$ cat config.mk
export PLATFORM = sky130hd
export DESIGN_NAME = pfc_pin_function_config
export DESIGN_NICKNAME = d
export VERILOG_FILES = /design/src/rtl/pfc_pkg.sv /design/src/rtl/pfc_level_filter.sv /design/src/rtl/pfc_pin_function_config.sv
export VERILOG_INCLUDE_DIRS = /design/src /design/src/rtl
export SDC_FILE = /design/constraint.sdc
export NUM_CORES = 1
export LEC_CHECK = 0
export BUFFER_PORTS_ARGS = -buffer_cell sky130_fd_sc_hd__buf_2
export CAP_MARGIN = 20
export CORE_ASPECT_RATIO = 0.5
export CORE_UTILIZATION = 47
export CTS_CLUSTER_DIAMETER = 150
export DETAILED_ROUTE_END_ITERATION = 8
export PLACE_DENSITY = 0.8
export SYNTH_ARGS = -nofsm -noshare
export SYNTH_HDL_FRONTEND = slang
export SYNTH_HIERARCHICAL = 1
export SYNTH_SLANG_ARGS = --single-unit
$ cat constraint.sdc
create_clock -name clk_sys_i -period 2.85 [get_ports clk_sys_i]
set_input_delay 0.57 -clock clk_sys_i [delete_from_list [all_inputs] [get_ports clk_sys_i]]
set_output_delay 0.57 -clock clk_sys_i [all_outputs]
set_load 0.005 [all_outputs]
$ cat src/rtl/pfc_defines.svh
// Addresses, field positions, reset values and timing counts of the pin function block.
`ifndef PFC_DEFINES_SVH
`define PFC_DEFINES_SVH
`define PFC_ADR_W 8
`define PFC_CFG_ADDR 8'h88
`define PFC_STS_ADDR 8'h50
`define PFC_IEN_ADDR 8'h54
`define PFC_CFG_RST 32'h0000_0000
`define PFC_IRQ_RST 3'h0
`define PFC_LED_LSB 28
`define PFC_POL_LSB 24
`define PFC_EEP_LSB 20
`define PFC_DRV_LSB 16
`define PFC_DIR_LSB 8
`define PFC_OUT_LSB 3
`define PFC_DAT_LSB 0
`define PFC_EEP_EEPROM 3'h0
`define PFC_EEP_GPO34 3'h1
`define PFC_EEP_OUTPUT_THREE_RXDV 3'h3
`define PFC_EEP_TXEN_OUTPUT_FOUR 3'h5
`define PFC_EEP_TXEN_RXDV 3'h6
`define PFC_EEP_CLOCKS 3'h7
`define PFC_CLK_NS 8
`define PFC_IRQ_MIN_NS 40
`define PFC_IRQ_MIN_CYC ((`PFC_IRQ_MIN_NS / `PFC_CLK_NS) + 1)
`define PFC_FILT_W 8
`endif

$ cat src/rtl/pfc_pkg.sv
// Types shared by the pin function block.
package pfc_pkg;
    typedef enum logic [2:0] {
        pfc_mode_eeprom,
        pfc_mode_gpo34,
        pfc_mode_output_three_rxdv,
        pfc_mode_txen_output_four,
        pfc_mode_txen_rxdv,
        pfc_mode_clocks,
        pfc_mode_reserved
    } pfc_eep_mode_e;

    typedef struct packed {
        logic [2:0] led_select;
        logic [2:0] pin_irq_level;
        logic [2:0] eeprom_pin_select;
        logic [2:0] pin_driver_type;
        logic [2:0] pin_direction;
        logic [1:0] output_only_data;
        logic [2:0] pin_data;
    } pfc_cfg_s;

    typedef struct packed {
        logic tx_en;
        logic rx_dv;
        logic tx_clk;
        logic rx_clk;
    } pfc_mii_s;
endpackage

$ cat src/rtl/pfc_level_filter.sv
// Pin synchroniser and minimum-width level qualifier for one general I/O input.
`timescale 1ns/1ps
`include "pfc_defines.svh"
module pfc_level_filter #(
    parameter int HOLD_CYC = `PFC_IRQ_MIN_CYC
) (
    input wire logic clk_sys_i,
    input wire logic resetn_i,
    input wire logic ce_i,
    input wire logic pin_i,
    input wire logic level_hi_i,
    output logic level_o,
    output logic qual_o
);
    logic meta_reg, meta_next, sync_reg, sync_next, qual_reg, qual_next, match;
    logic [`PFC_FILT_W-1:0] cnt_reg, cnt_next;

    always_comb begin
        meta_next = pin_i;
        sync_next = meta_reg;
        match = (sync_reg == level_hi_i);
        if (!match) begin
            cnt_next = '0;
        end else if (cnt_reg == `PFC_FILT_W'(HOLD_CYC)) begin
            cnt_next = cnt_reg;
        end else begin
            cnt_next = cnt_reg + `PFC_FILT_W'(1);
        end
        qual_next = (cnt_next == `PFC_FILT_W'(HOLD_CYC));
    end

    always_ff @(posedge clk_sys_i) begin
        if (!resetn_i) begin
            meta_reg <= 1'b0;
            sync_reg <= 1'b0;
            cnt_reg <= '0;
            qual_reg <= 1'b0;
        end else if (ce_i) begin
            meta_reg <= meta_next;
            sync_reg <= sync_next;
            cnt_reg <= cnt_next;
            qual_reg <= qual_next;
        end
    end

    assign level_o = sync_reg;
    assign qual_o = qual_reg;
endmodule

$ cat src/rtl/pfc_pin_function_config.sv
// Pin function configuration register with general I/O, LED and EEPROM pin muxing.
//
// The implementer's own choice: register access over Wishbone.
`timescale 1ns/1ps
`include "pfc_defines.svh"
module pfc_pin_function_config (
    input wire logic clk_sys_i,
    input wire logic resetn_i,
    input wire logic ce_i,
    input wire logic wb_cyc_i,
    input wire logic wb_stb_i,
    input wire logic wb_we_i,
    input wire logic [`PFC_ADR_W-1:0] wb_adr_i,
    input wire logic [3:0] wb_sel_i,
    input wire logic [31:0] wb_dat_i,
    output logic [31:0] wb_dat_o,
    output logic wb_ack_o,
    input wire logic [2:0] led_i,
    input wire pfc_pkg::pfc_mii_s mii_i,
    input wire logic eep_do_i,
    input wire logic eep_doe_i,
    input wire logic eep_clk_i,
    output logic eep_di_o,
    input wire logic [2:0] pin_data_i,
    output logic [2:0] pin_data_o,
    output logic [2:0] pin_data_oe_o,
    input wire logic eeprom_data_pin_i,
    output logic eeprom_data_pin_o,
    output logic eeprom_data_pin_oe_o,
    output logic eeprom_clock_pin_o,
    output logic eeprom_clock_pin_oe_o,
    output logic irq_o
);
    pfc_pkg::pfc_cfg_s cfg_reg, cfg_next;
    pfc_pkg::pfc_eep_mode_e mode;
    logic [2:0] sts_reg, sts_next, ien_reg, ien_next, pin_level, pin_qual, irq_set;
    logic [31:0] dat_reg, dat_next;
    logic ack_reg, ack_next, irq_reg, irq_next, wb_req;
    logic [2:0] pout_reg, pout_next, poe_reg, poe_next;
    logic edo_reg, edo_next, edoe_reg, edoe_next, eck_reg, eck_next, ecoe_reg, ecoe_next;
    logic edi_meta_reg, edi_meta_next, edi_reg, edi_next;

    function automatic logic [31:0] cfg_to_word(input pfc_pkg::pfc_cfg_s c);
        logic [31:0] w;
        w = '0;
        w[`PFC_LED_LSB +: 3] = c.led_select;
        w[`PFC_POL_LSB +: 3] = c.pin_irq_level;
        w[`PFC_EEP_LSB +: 3] = c.eeprom_pin_select;
        w[`PFC_DRV_LSB +: 3] = c.pin_driver_type;
        w[`PFC_DIR_LSB +: 3] = c.pin_direction;
        w[`PFC_OUT_LSB +: 2] = c.output_only_data;
        w[`PFC_DAT_LSB +: 3] = c.pin_data;
        return w;
    endfunction

    function automatic pfc_pkg::pfc_cfg_s word_to_cfg(input logic [31:0] w);
        pfc_pkg::pfc_cfg_s c;
        c.led_select = w[`PFC_LED_LSB +: 3];
        c.pin_irq_level = w[`PFC_POL_LSB +: 3];
        c.eeprom_pin_select = w[`PFC_EEP_LSB +: 3];
        c.pin_driver_type = w[`PFC_DRV_LSB +: 3];
        c.pin_direction = w[`PFC_DIR_LSB +: 3];
        c.output_only_data = w[`PFC_OUT_LSB +: 2];
        c.pin_data = w[`PFC_DAT_LSB +: 3];
        return c;
    endfunction

    function automatic logic [31:0] merge(input logic [31:0] old_w, input logic [31:0] new_w,
                                          input logic [3:0] sel);
        logic [31:0] w;
        w = old_w;
        for (int b = 0; b < 4; b++) begin
            if (sel[b]) begin
                w[b*8 +: 8] = new_w[b*8 +: 8];
            end
        end
        return w;
    endfunction

    function automatic pfc_pkg::pfc_eep_mode_e decode_mode(input logic [2:0] f);
        case (f)
            `PFC_EEP_EEPROM: decode_mode = pfc_pkg::pfc_mode_eeprom;
            `PFC_EEP_GPO34: decode_mode = pfc_pkg::pfc_mode_gpo34;
            `PFC_EEP_OUTPUT_THREE_RXDV: decode_mode = pfc_pkg::pfc_mode_output_three_rxdv;
            `PFC_EEP_TXEN_OUTPUT_FOUR: decode_mode = pfc_pkg::pfc_mode_txen_output_four;
            `PFC_EEP_TXEN_RXDV: decode_mode = pfc_pkg::pfc_mode_txen_rxdv;
            `PFC_EEP_CLOCKS: decode_mode = pfc_pkg::pfc_mode_clocks;
            default: decode_mode = pfc_pkg::pfc_mode_reserved;
        endcase
    endfunction

    genvar g;
    generate
        for (g = 0; g < 3; g++) begin : gen_filter
            pfc_level_filter #(
                .HOLD_CYC(`PFC_IRQ_MIN_CYC)
            ) u_filter (
                .clk_sys_i(clk_sys_i),
                .resetn_i(resetn_i),
                .ce_i(ce_i),
                .pin_i(pin_data_i[g]),
                .level_hi_i(cfg_reg.pin_irq_level[g]),
                .level_o(pin_level[g]),
                .qual_o(pin_qual[g])
            );
        end
    endgenerate

    // Wishbone slave: one registered answer a cycle after the request, unmapped addresses read zero.
    always_comb begin
        wb_req = wb_cyc_i && wb_stb_i && !ack_reg;
        cfg_next = cfg_reg;
        ien_next = ien_reg;
        dat_next = dat_reg;
        ack_next = 1'b0;
        irq_set = pin_qual & ~cfg_reg.led_select;
        sts_next = sts_reg;
        if (wb_req) begin
            ack_next = 1'b1;
            case (wb_adr_i)
                `PFC_CFG_ADDR: begin
                    dat_next = cfg_to_word(cfg_reg);
                    dat_next[`PFC_DAT_LSB +: 3] = pin_level;
                end
                `PFC_STS_ADDR: dat_next = {29'h0, sts_reg};
                `PFC_IEN_ADDR: dat_next = {29'h0, ien_reg};
                default: dat_next = 32'h0;
            endcase
            if (wb_we_i) begin
                case (wb_adr_i)
                    `PFC_CFG_ADDR: cfg_next = word_to_cfg(merge(cfg_to_word(cfg_reg), wb_dat_i,
                                                                wb_sel_i));
                    `PFC_STS_ADDR: begin
                        if (wb_sel_i[0]) begin
                            sts_next = sts_reg & ~wb_dat_i[2:0];
                        end
                    end
                    `PFC_IEN_ADDR: begin
                        if (wb_sel_i[0]) begin
                            ien_next = wb_dat_i[2:0];
                        end
                    end
                    default: ;
                endcase
            end
        end
        sts_next = sts_next | irq_set;
        irq_next = |(sts_reg & ien_reg);
    end

    // Pin drivers for the three general I/O pins and the two EEPROM pins.
    always_comb begin
        mode = decode_mode(cfg_reg.eeprom_pin_select);
        for (int i = 0; i < 3; i++) begin
            if (cfg_reg.led_select[i]) begin
                pout_next[i] = led_i[i];
                poe_next[i] = 1'b1;
            end else if (cfg_reg.pin_direction[i]) begin
                if (cfg_reg.pin_driver_type[i]) begin
                    pout_next[i] = cfg_reg.pin_data[i];
                    poe_next[i] = 1'b1;
                end else begin
                    pout_next[i] = 1'b0;
                    poe_next[i] = !cfg_reg.pin_data[i];
                end
            end else begin
                pout_next[i] = 1'b0;
                poe_next[i] = 1'b0;
            end
        end
        edo_next = 1'b0;
        edoe_next = 1'b1;
        eck_next = 1'b0;
        ecoe_next = 1'b1;
        case (mode)
            pfc_pkg::pfc_mode_eeprom: begin
                edo_next = eep_do_i;
                edoe_next = eep_doe_i;
                eck_next = eep_clk_i;
            end
            pfc_pkg::pfc_mode_gpo34: begin
                edo_next = cfg_reg.output_only_data[0];
                eck_next = cfg_reg.output_only_data[1];
            end
            pfc_pkg::pfc_mode_output_three_rxdv: begin
                edo_next = cfg_reg.output_only_data[0];
                eck_next = mii_i.rx_dv;
            end
            pfc_pkg::pfc_mode_txen_output_four: begin
                edo_next = mii_i.tx_en;
                eck_next = cfg_reg.output_only_data[1];
            end
            pfc_pkg::pfc_mode_txen_rxdv: begin
                edo_next = mii_i.tx_en;
                eck_next = mii_i.rx_dv;
            end
            pfc_pkg::pfc_mode_clocks: begin
                edo_next = mii_i.tx_clk;
                eck_next = mii_i.rx_clk;
            end
            default: begin
                edoe_next = 1'b0;
                ecoe_next = 1'b0;
            end
        endcase
        edi_meta_next = eeprom_data_pin_i;
        edi_next = edi_meta_reg;
    end

    always_ff @(posedge clk_sys_i) begin
        if (!resetn_i) begin
            cfg_reg <= word_to_cfg(`PFC_CFG_RST);
            sts_reg <= `PFC_IRQ_RST;
            ien_reg <= `PFC_IRQ_RST;
            dat_reg <= 32'h0;
            ack_reg <= 1'b0;
            irq_reg <= 1'b0;
            pout_reg <= 3'h0;
            poe_reg <= 3'h0;
            edo_reg <= 1'b0;
            edoe_reg <= 1'b0;
            eck_reg <= 1'b0;
            ecoe_reg <= 1'b0;
            edi_meta_reg <= 1'b0;
            edi_reg <= 1'b0;
        end else if (ce_i) begin
            cfg_reg <= cfg_next;
            sts_reg <= sts_next;
            ien_reg <= ien_next;
            dat_reg <= dat_next;
            ack_reg <= ack_next;
            irq_reg <= irq_next;
            pout_reg <= pout_next;
            poe_reg <= poe_next;
            edo_reg <= edo_next;
            edoe_reg <= edoe_next;
            eck_reg <= eck_next;
            ecoe_reg <= ecoe_next;
            edi_meta_reg <= edi_meta_next;
            edi_reg <= edi_next;
        end
    end

    assign wb_dat_o = dat_reg;
    assign wb_ack_o = ack_reg;
    assign irq_o = irq_reg;
    assign pin_data_o = pout_reg;
    assign pin_data_oe_o = poe_reg;
    assign eeprom_data_pin_o = edo_reg;
    assign eeprom_data_pin_oe_o = edoe_reg;
    assign eeprom_clock_pin_o = eck_reg;
    assign eeprom_clock_pin_oe_o = ecoe_reg;
    assign eep_di_o = edi_reg;
endmodule

Word level (Yosys, flattened, before mapping)
Index checks and enable logic that the tools add are counted.
- multiplexer cells: 35
- shift operators: 0
- eq/ne operators: 22
- multipliers: 0
- reduce and logical (&&, ||, !) cells: 21
- add/sub/neg operators: 3
- divide/modulo/power cells: 0
- magnitude comparators: 0
- bitwise gates (word level): 6
- operators by type and width (cell ; count):
    case mux 31 bit (3 select lines) ; 1
    equality test 8 x 3 -> 1 bit, second input constant ; 6
    2-to-1 mux 8 bit ; 6
    AND reduction 5 bit ; 5
    adder 8 x 1 -> 8 bit, second input constant ; 3
    2-to-1 mux 1 bit ; 20
    case mux 3 bit (6 select lines) ; 1
    equality test 8 x 7 -> 1 bit, second input constant ; 2
    equality test 3 bit, second input constant ; 5
    2-to-1 mux 3 bit ; 4
    bitwise AND 3 bit ; 3
    equality test 3 x 2 -> 1 bit, second input constant ; 3
    equality test 8 bit, second input constant ; 1
    case mux 1 bit (4 select lines) ; 2
    OR reduction 2 bit ; 4
    equality test 3 x 1 -> 1 bit, second input constant ; 2
    logical NOT 3 bit ; 2
    inverter 3 bit ; 2
    OR reduction 6 bit ; 1
    OR reduction 5 bit ; 1
    logical NOT 1 bit ; 4
    equality test 1 bit ; 3
    OR 3 bit ; 1
    OR reduction 3 bit ; 1
    other kinds (3) ; 4
- logic and storage cells: 119
- memories kept: 0
- input bits: 64
- latch bits: 0
- bits in read-only memories: 0
- output and inout bits: 45
- register bits: 105
- memory bits (writable): 0

Longest topological paths before layout
Gate-level depths: netlist of the first run.
- depth in word-level cells: 7
- depth in mapped cells: 9
- gate-level depth less buffers: 7

By module
Netlist of the first run, hierarchy kept.
- by module, submodules not included (module ; instances ; area each (um2) ; seq. area each (um2) ; cells an instance):
    pfc_pin_function_config ; 1 ; 2837.7 ; 1201.2 ; 287
    pfc_level_filter at gen_filter[0].u_filter ... ; 2 ; 704.4 ; 220.2 ; 82
    pfc_level_filter at gen_filter[1].u_filter ; 1 ; 706.9 ; 220.2 ; 84

Worst setup path before layout of the first run
No wires, ideal clock.
- kind: input port to flip-flop
- from: input wb_adr_i[5]
- to: register cfg_reg[11] (netlist name)
- library setup time: 0.116 ns
- setup slack: 0.904 ns
- arrival time: 1.829 ns
- required time: 2.734 ns
- stages: 5
- path buffers: 1
- path through: or3_4 buf_6 nor4_4 mux2i_1 nor2b_1
- longest elaborated chain between the ends: 2
- RTL lines (item ; line ; text):
    start, declared ; pfc_pin_function_config.sv:13 ; input wire logic [`PFC_ADR_W-1:0] wb_adr_i,
    equality test 8 bit ; pfc_pin_function_config.sv:130 ; case (wb_adr_i)
    AND reduction 5 bit (no source line) ; - ;
    end signal, assigned ; pfc_pin_function_config.sv:212 ; cfg_reg <= word_to_cfg(`PFC_CFG_RST);
    end signal, assigned ; pfc_pin_function_config.sv:227 ; cfg_reg <= cfg_next;
    end, declared ; pfc_pin_function_config.sv:34 ; pfc_pkg::pfc_cfg_s cfg_reg, cfg_next;
No other way between the ends.
A chain may end at the register's enable or synchronous reset.

Worst setup path after layout of the first run
- from: register gen_filter[1].u_filter.cnt_reg[0]
- to: register gen_filter[1].u_filter.cnt_reg[5]
- longest elaborated chain between the ends: 3
- elaborated cells between the ends (all ways): 4
- classes of those cells: add/sub: 1; eq/ne: 1; mux: 2
- RTL lines (item ; line ; text):
    start, declared ; pfc_level_filter.sv:16 ; logic [`PFC_FILT_W-1:0] cnt_reg, cnt_next;
    start signal, assigned ; pfc_level_filter.sv:41 ; cnt_reg <= cnt_next;
    adder 8 x 1 -> 8 bit or equality test 8 x 3 -> 1 bit (tied branches) ; pfc_level_filter.sv:27, pfc_level_filter.sv:24 ;
    2-to-1 mux 8 bit (*) ; pfc_level_filter.sv:24 ; end else if (cnt_reg == `PFC_FILT_W'(HOLD_CYC)) begin
    2-to-1 mux 8 bit (*) ; pfc_level_filter.sv:22 ; if (!match) begin
Mark *: on every way between the ends. The rest lies on a longest branch, timed or not.

==> flow_summary.ini, run 1 <==
[worst_setup_path]
cp-end-kind = register
arrival_ns = 2.44
rrSetupSlack_ns = 0.68
path_class = reg2reg
r2r_cells = 7
r2r_start = gen_filter[1].u_filter/cnt_reg[0]
start_kind = register
crit_fanout = 9
required_ns = 3.12
r2r_end = gen_filter[1].u_filter/cnt_reg[5]

[cells_and_area]
largest_reg_flops = 24
finalInstanceArea_um2 = 5665
n_antenna_cell = 0
areaGrowthSynthToFinish_pct = 14.37
final_nets = 679
fill_cells = 917
final_common_cell = dfxtp_1
final_cell_mix = dfxtp_1, buf_2, nor2b_1, nand2_1, mux2i_1
drive_gt1_share_pct = 22.42

[synth]
seq_area_frac_synth_pct = 37.59
synth-edff-count = 0
synth-seq-cells = 93
synth_cell_types = 63
synth_area_per_cell_um2 = 9.259
synth_fa_ha_area_share_pct = 2.172
async_flop_share_pct = 0
netlist_area_um2 = 4954
synthMuxAreaShare_pct = 8.790
ys.flop_type = dfxtp_1
yosys_warnings = 6
synth_top_family_by_area = simple AND/OR/NAND/NOR gates
synth-simple-area-share_pct = 25.74
post_synth_inst_count = 535
synth_compound_area_share_pct = 17.18
synth_xor_area_share_pct = 2.829

[global_routing]
grt_usage_pct = 20.68
grt_pass1_vias = 3540
antenna_found_initial = 0
globalRouteOverflowTotal = 0
grt_max_degree = 42
grt_pass1_wl_um = 17790

[route]
routed_wl_um = 10990
drtAntennaViolNets = 0
drtIter0Drc = 296
dr_total_vias = 4086
viasPerCell = 5.441
drtPass1Iterations = 6
wl_per_cell_um = 14.64
drc_errors = 1

[cts]
cts_buffers = 9
worstSkewPairLatency_ns = 0.34
cts_root_buffer = clkbuf_16
cts-resized-gates = 0
htree_num_levels = 3
cts_max_path_buffers = 2
cts_setup_buffers = 0
cts_tree = built
clkTransAtPathRegs_ns = 0.06
clock_sinks = 93
hold_buffers = 0

[timing]
setup_tns_ns = 0
period_share_pct = 76.01
fin_skew_ns = 0.006429
relSlewSlack_pct = 49.36
rsz0062_at_grt = no
tightest_slew_ns = 0.7540
min_period_ns = 2.166
setup_viol = 0
hold_viol = 0
fmax_ghz = 0.4616
slew_violations = 0

[min_path]
holdPathStages = 2
min_delay_worst_endpoint = wb_dat_o[2]
hold_start = wb_dat_o[2]
worst_hold_path_type = reg2reg

[run]
max-cap-violations = 0

[place]
dp_hpwl_um = 7662
placed_area_um2 = 5409
numPortBuffers = 84
routabilityCongestion = 0.8559

[die]
rows = 26
io_pins = 109
core-area_um2 = 10210
start_util_pct = 48.49
fp.dieH_um = 74.60
die_width_um = 147.2
design.die.area_um2 = 10980

[status]
failed_checks = DRC
status = finished with violations

[power_and_ir_drop]
p_leak_uw = 0.002204
vdd_drop_max_v = 0.0002548
p_per_area_nw_per_um2 = 465.1
report_power, final:
part | total (uW) | internal (uW) | leakage (uW) | switching (uW)
logic | 224 | 105 | 0.00132 | 120
registers | 1350 | 1320 | 0.000754 | 25.4
clock network | 1060 | 581 | 0.000128 | 482
total | 2640 | 2010 | 0.00220 | 627
logic make-up (layout without fill, tap and decap cells):
family,after synthesis,count (layout)
and+or+nand+nor,199,199
AOI/OAI and AO/OA,124,124
DFF,93,93
buffers and inverters,50,115
muxes,43,43
xor gates and xnor gates,16,16
adders and majority gates,9,9
other,1,12
per-stage QoR:
step	hold WS (ns)	setup slack, ns	power (uW)	std cells	util [%]
detailed placement	0.4694	0.5695	1598	737	52.95
global route	0.4854	0.5397	2742	751	55.46
floorplan	0.4469	0.9044	1522	546	-
finish	0.4816	0.6837	2635	751	55.46
global placement	0.4595	0.6059	1591	737	52.95
CTS	0.4760	0.6986	2660	751	55.46
worst max-delay path by stage:
stage,startpoint,to,depth (start not counted)
final,gen_filter[1].u_filter/cnt_reg[0],gen_filter[1].u_filter/cnt_reg[5],7
after global routing,gen_filter[1].u_filter/cnt_reg[0],gen_filter[1].u_filter/cnt_reg[5],7
after CTS,gen_filter[1].u_filter/cnt_reg[0],gen_filter[1].u_filter/cnt_reg[5],7
after detailed placement,wb_adr_i[5],cfg_reg[11],5
after global placement,wb_adr_i[5],cfg_reg[9],5
after floorplan,wb_adr_i[5],cfg_reg[11],5
cells in the mapped netlist (9+ instances only):
cell type  number  share of area [%]
a22oi_1        20                3.0
nand3_1        16                1.6
nor2_1         14                1.1
buf_4          12                1.8
a21oi_1        21                2.1
dfxtp_1        93                 38
clkbuf_1       20                1.5
and3_1          9                1.1
xnor2_1        11                1.9
nor2b_1        55                6.9
nand2_1        39                3.0
o21ai_0        27                2.7
and2_1          9                1.1
o211ai_1        9                1.4
mux2i_1        39                7.9
worst max-delay path, stage by stage, from the launching register on:
cell      delay [ns]
dfxtp_1         0.48
inv_1           0.08
ha_1            0.19
or3b_2          0.21
or2_1           0.22
nand3_1         0.21
or4_1           0.54
a21boi_0        0.17
layer usage:
metal / wire length (um) / GRT usage, % / up-vias
li1: - / - / 2053
met1: 5220 / 27.69 / 1909
met2: 5024 / 32.49 / 113
met3: 612 / 5.706 / 11
met4: 136 / 7.102 / 0
met5: 0 / 0 / -
cell type report:
class                           instances  area (um2)  share of cell area, %
Clock buffer                           10       229.0                  4.042
Inverter                                8       30.03                 0.5300
Sequential cell                        93        1862                  32.86
Tap cell                              140       175.2                  3.092
Timing Repair Buffer                   93       488.0                  8.613
Multi-Input combinational cell        403        2854                  50.38
Clock inverter                          4       27.53                 0.4859
Note: power is estimated with default switching activity, not from simulation.
==> inputs of run 2 (changes only) <==
- clock period: 2.85 -> 2.25 ns (I/O delays scaled with it)
==> flow_summary.ini, run 2 (same netlist as run 1, synthesis figures left out) <==
[status]
status = finished with violations
failed_checks = DRC

[cts]
worstSkewPairLatency_ns = 0.35
hold_buffers = 0
cts_setup_buffers = 0
clkTransAtPathRegs_ns = 0.07
clock_sinks = 93
htree_num_levels = 3
cts_root_buffer = clkbuf_16
cts_max_path_buffers = 2
cts_buffers = 9
cts_tree = built
cts-resized-gates = 0

[route]
drc_errors = 2
drtIter0Drc = 300
viasPerCell = 5.501
drtAntennaViolNets = 0
routed_wl_um = 11120
drtPass1Iterations = 7
dr_total_vias = 4192
wl_per_cell_um = 14.59

[timing]
fmax_ghz = 0.4937
rsz0062_at_grt = no
worst_slack_ns = 0.2245
fin_skew_ns = 0.007943
period_share_pct = 90.02
setup_tns_ns = 0
hold_ws_ns = 0.3608
hold_viol = 0
slew_violations = 0
setup_viol = 0
min_period_ns = 2.025

[global_routing]
grt_pass1_wl_um = 17790
grt_usage_pct = 20.53
grt_max_degree = 69
antenna_found_initial = 0
globalRouteOverflowTotal = 0
grt_pass1_vias = 3685

[power_and_ir_drop]
p_leak_uw = 0.002281
vdd_drop_max_v = 0.0004059
p_per_area_nw_per_um2 = 616.3

[worst_setup_path]
r2r_cells = 6
critPathSlowestCell = or3b_2
start_kind = register
r2r_start = gen_filter[1].u_filter/cnt_reg[1]
path_class = reg2reg
r2r_end = gen_filter[1].u_filter/qual_o
path_cells = ha_1, or3b_2, or2_1, a21oi_2, nand4_1, o31ai_1
arrival_ns = 2.29
rrSetupSlack_ns = 0.22
critPathLaunch = gen_filter[1].u_filter/cnt_reg[1]
critPathMaxStageDelay_ns = 0.48
crit_buf_inv = 0
path_depth = 6
cp-endpoint = gen_filter[1].u_filter/qual_o
required_ns = 2.51
cp-end-kind = register
crit_fanout = 7
critPathTopFamily = simple AND/OR/NAND/NOR gates

[die]
start_util_pct = 48.49
io_pins = 109
core-area_um2 = 10210
rows = 26
fp.dieH_um = 74.60
design.die.area_um2 = 10980
die_width_um = 147.2

[place]
numPortBuffers = 84
routabilityCongestion = 0.8875
pre_cts_ws_ns = 0.2499
dp_hpwl_um = 7724

[cells_and_area]
largest_reg_flops = 24
finish.utilization_pct = 56.90
final_cell_mix = dfxtp_1, buf_2, nor2b_1, nand2_1, mux2i_1
n_antenna_cell = 0
drive_gt1_share_pct = 23.79
final_nets = 688
areaGrowthSynthToFinish_pct = 17.33
final_common_cell = dfxtp_1

[min_path]
worst_hold_path_type = in2reg

[run]
max-cap-violations = 0
## run 2: cell count changes in the layout (fill, tap and decap cells not counted), sizes merged
cell      change
inv           +1
bufinv        +1
clkinv        -4
buf           +9
clkinvlp      +2
clkbuf        +2
## run 2: area by class of cell
cell class	instances	area, um2
Multi-Input combinational cell	403	2854
Fill cell	911	4403
Clock inverter	4	53.80
Inverter	8	30.03
Timing Repair Buffer	102	580.6
Tap cell	140	175.2
Clock buffer	12	256.5
Sequential cell	93	1862
## run 2: metal layers
metal | GRT usage (%) | up-vias | wire length [um]
li1 | - | 2070 | -
met1 | 26.59 | 1996 | 5278
met2 | 33.44 | 108 | 5115
met3 | 5.706 | 18 | 536
met4 | 7.102 | 0 | 191
met5 | 0 | - | 0
## run 2: worst min path at each step
stage / from / endpoint / slack [ns] / depth (start not counted)
after floorplan: ien_reg[1] / ien_reg[1] / 0.45 / 2
after global placement: ien_reg[1] / ien_reg[1] / 0.46 / 2
after detailed placement: wb_dat_o[1] / wb_dat_o[1] / 0.46 / 2
after CTS: wb_dat_i[30] / cfg_reg[19] / 0.36 / 3
after global routing: wb_dat_i[9] / cfg_reg[6] / 0.37 / 3
final: wb_dat_i[30] / cfg_reg[19] / 0.36 / 3
## run 2: worst min-delay path, stage by stage
cell and delay [ns]:
buf_2 0.07, mux2i_1 0.05, nor2b_1 0.09
## run 2: report_power, final
group / internal [uW] / leakage [uW] / switching [uW]
Sequential: 1670 / 0.000754 / 21.3
Combinational: 143 / 0.00138 / 163
Clock: 927 / 0.000145 / 654
Total: 2740 / 0.00228 / 838
## run 2: metrics by stage
step,total power [uW],cell area [um2],cells
final,3582,5812,762
after global routing,3700,5812,762
after CTS,3600,5812,762
after detailed placement,2034,5502,746
after global placement,2027,5502,746
after floorplan,1928,4995,546
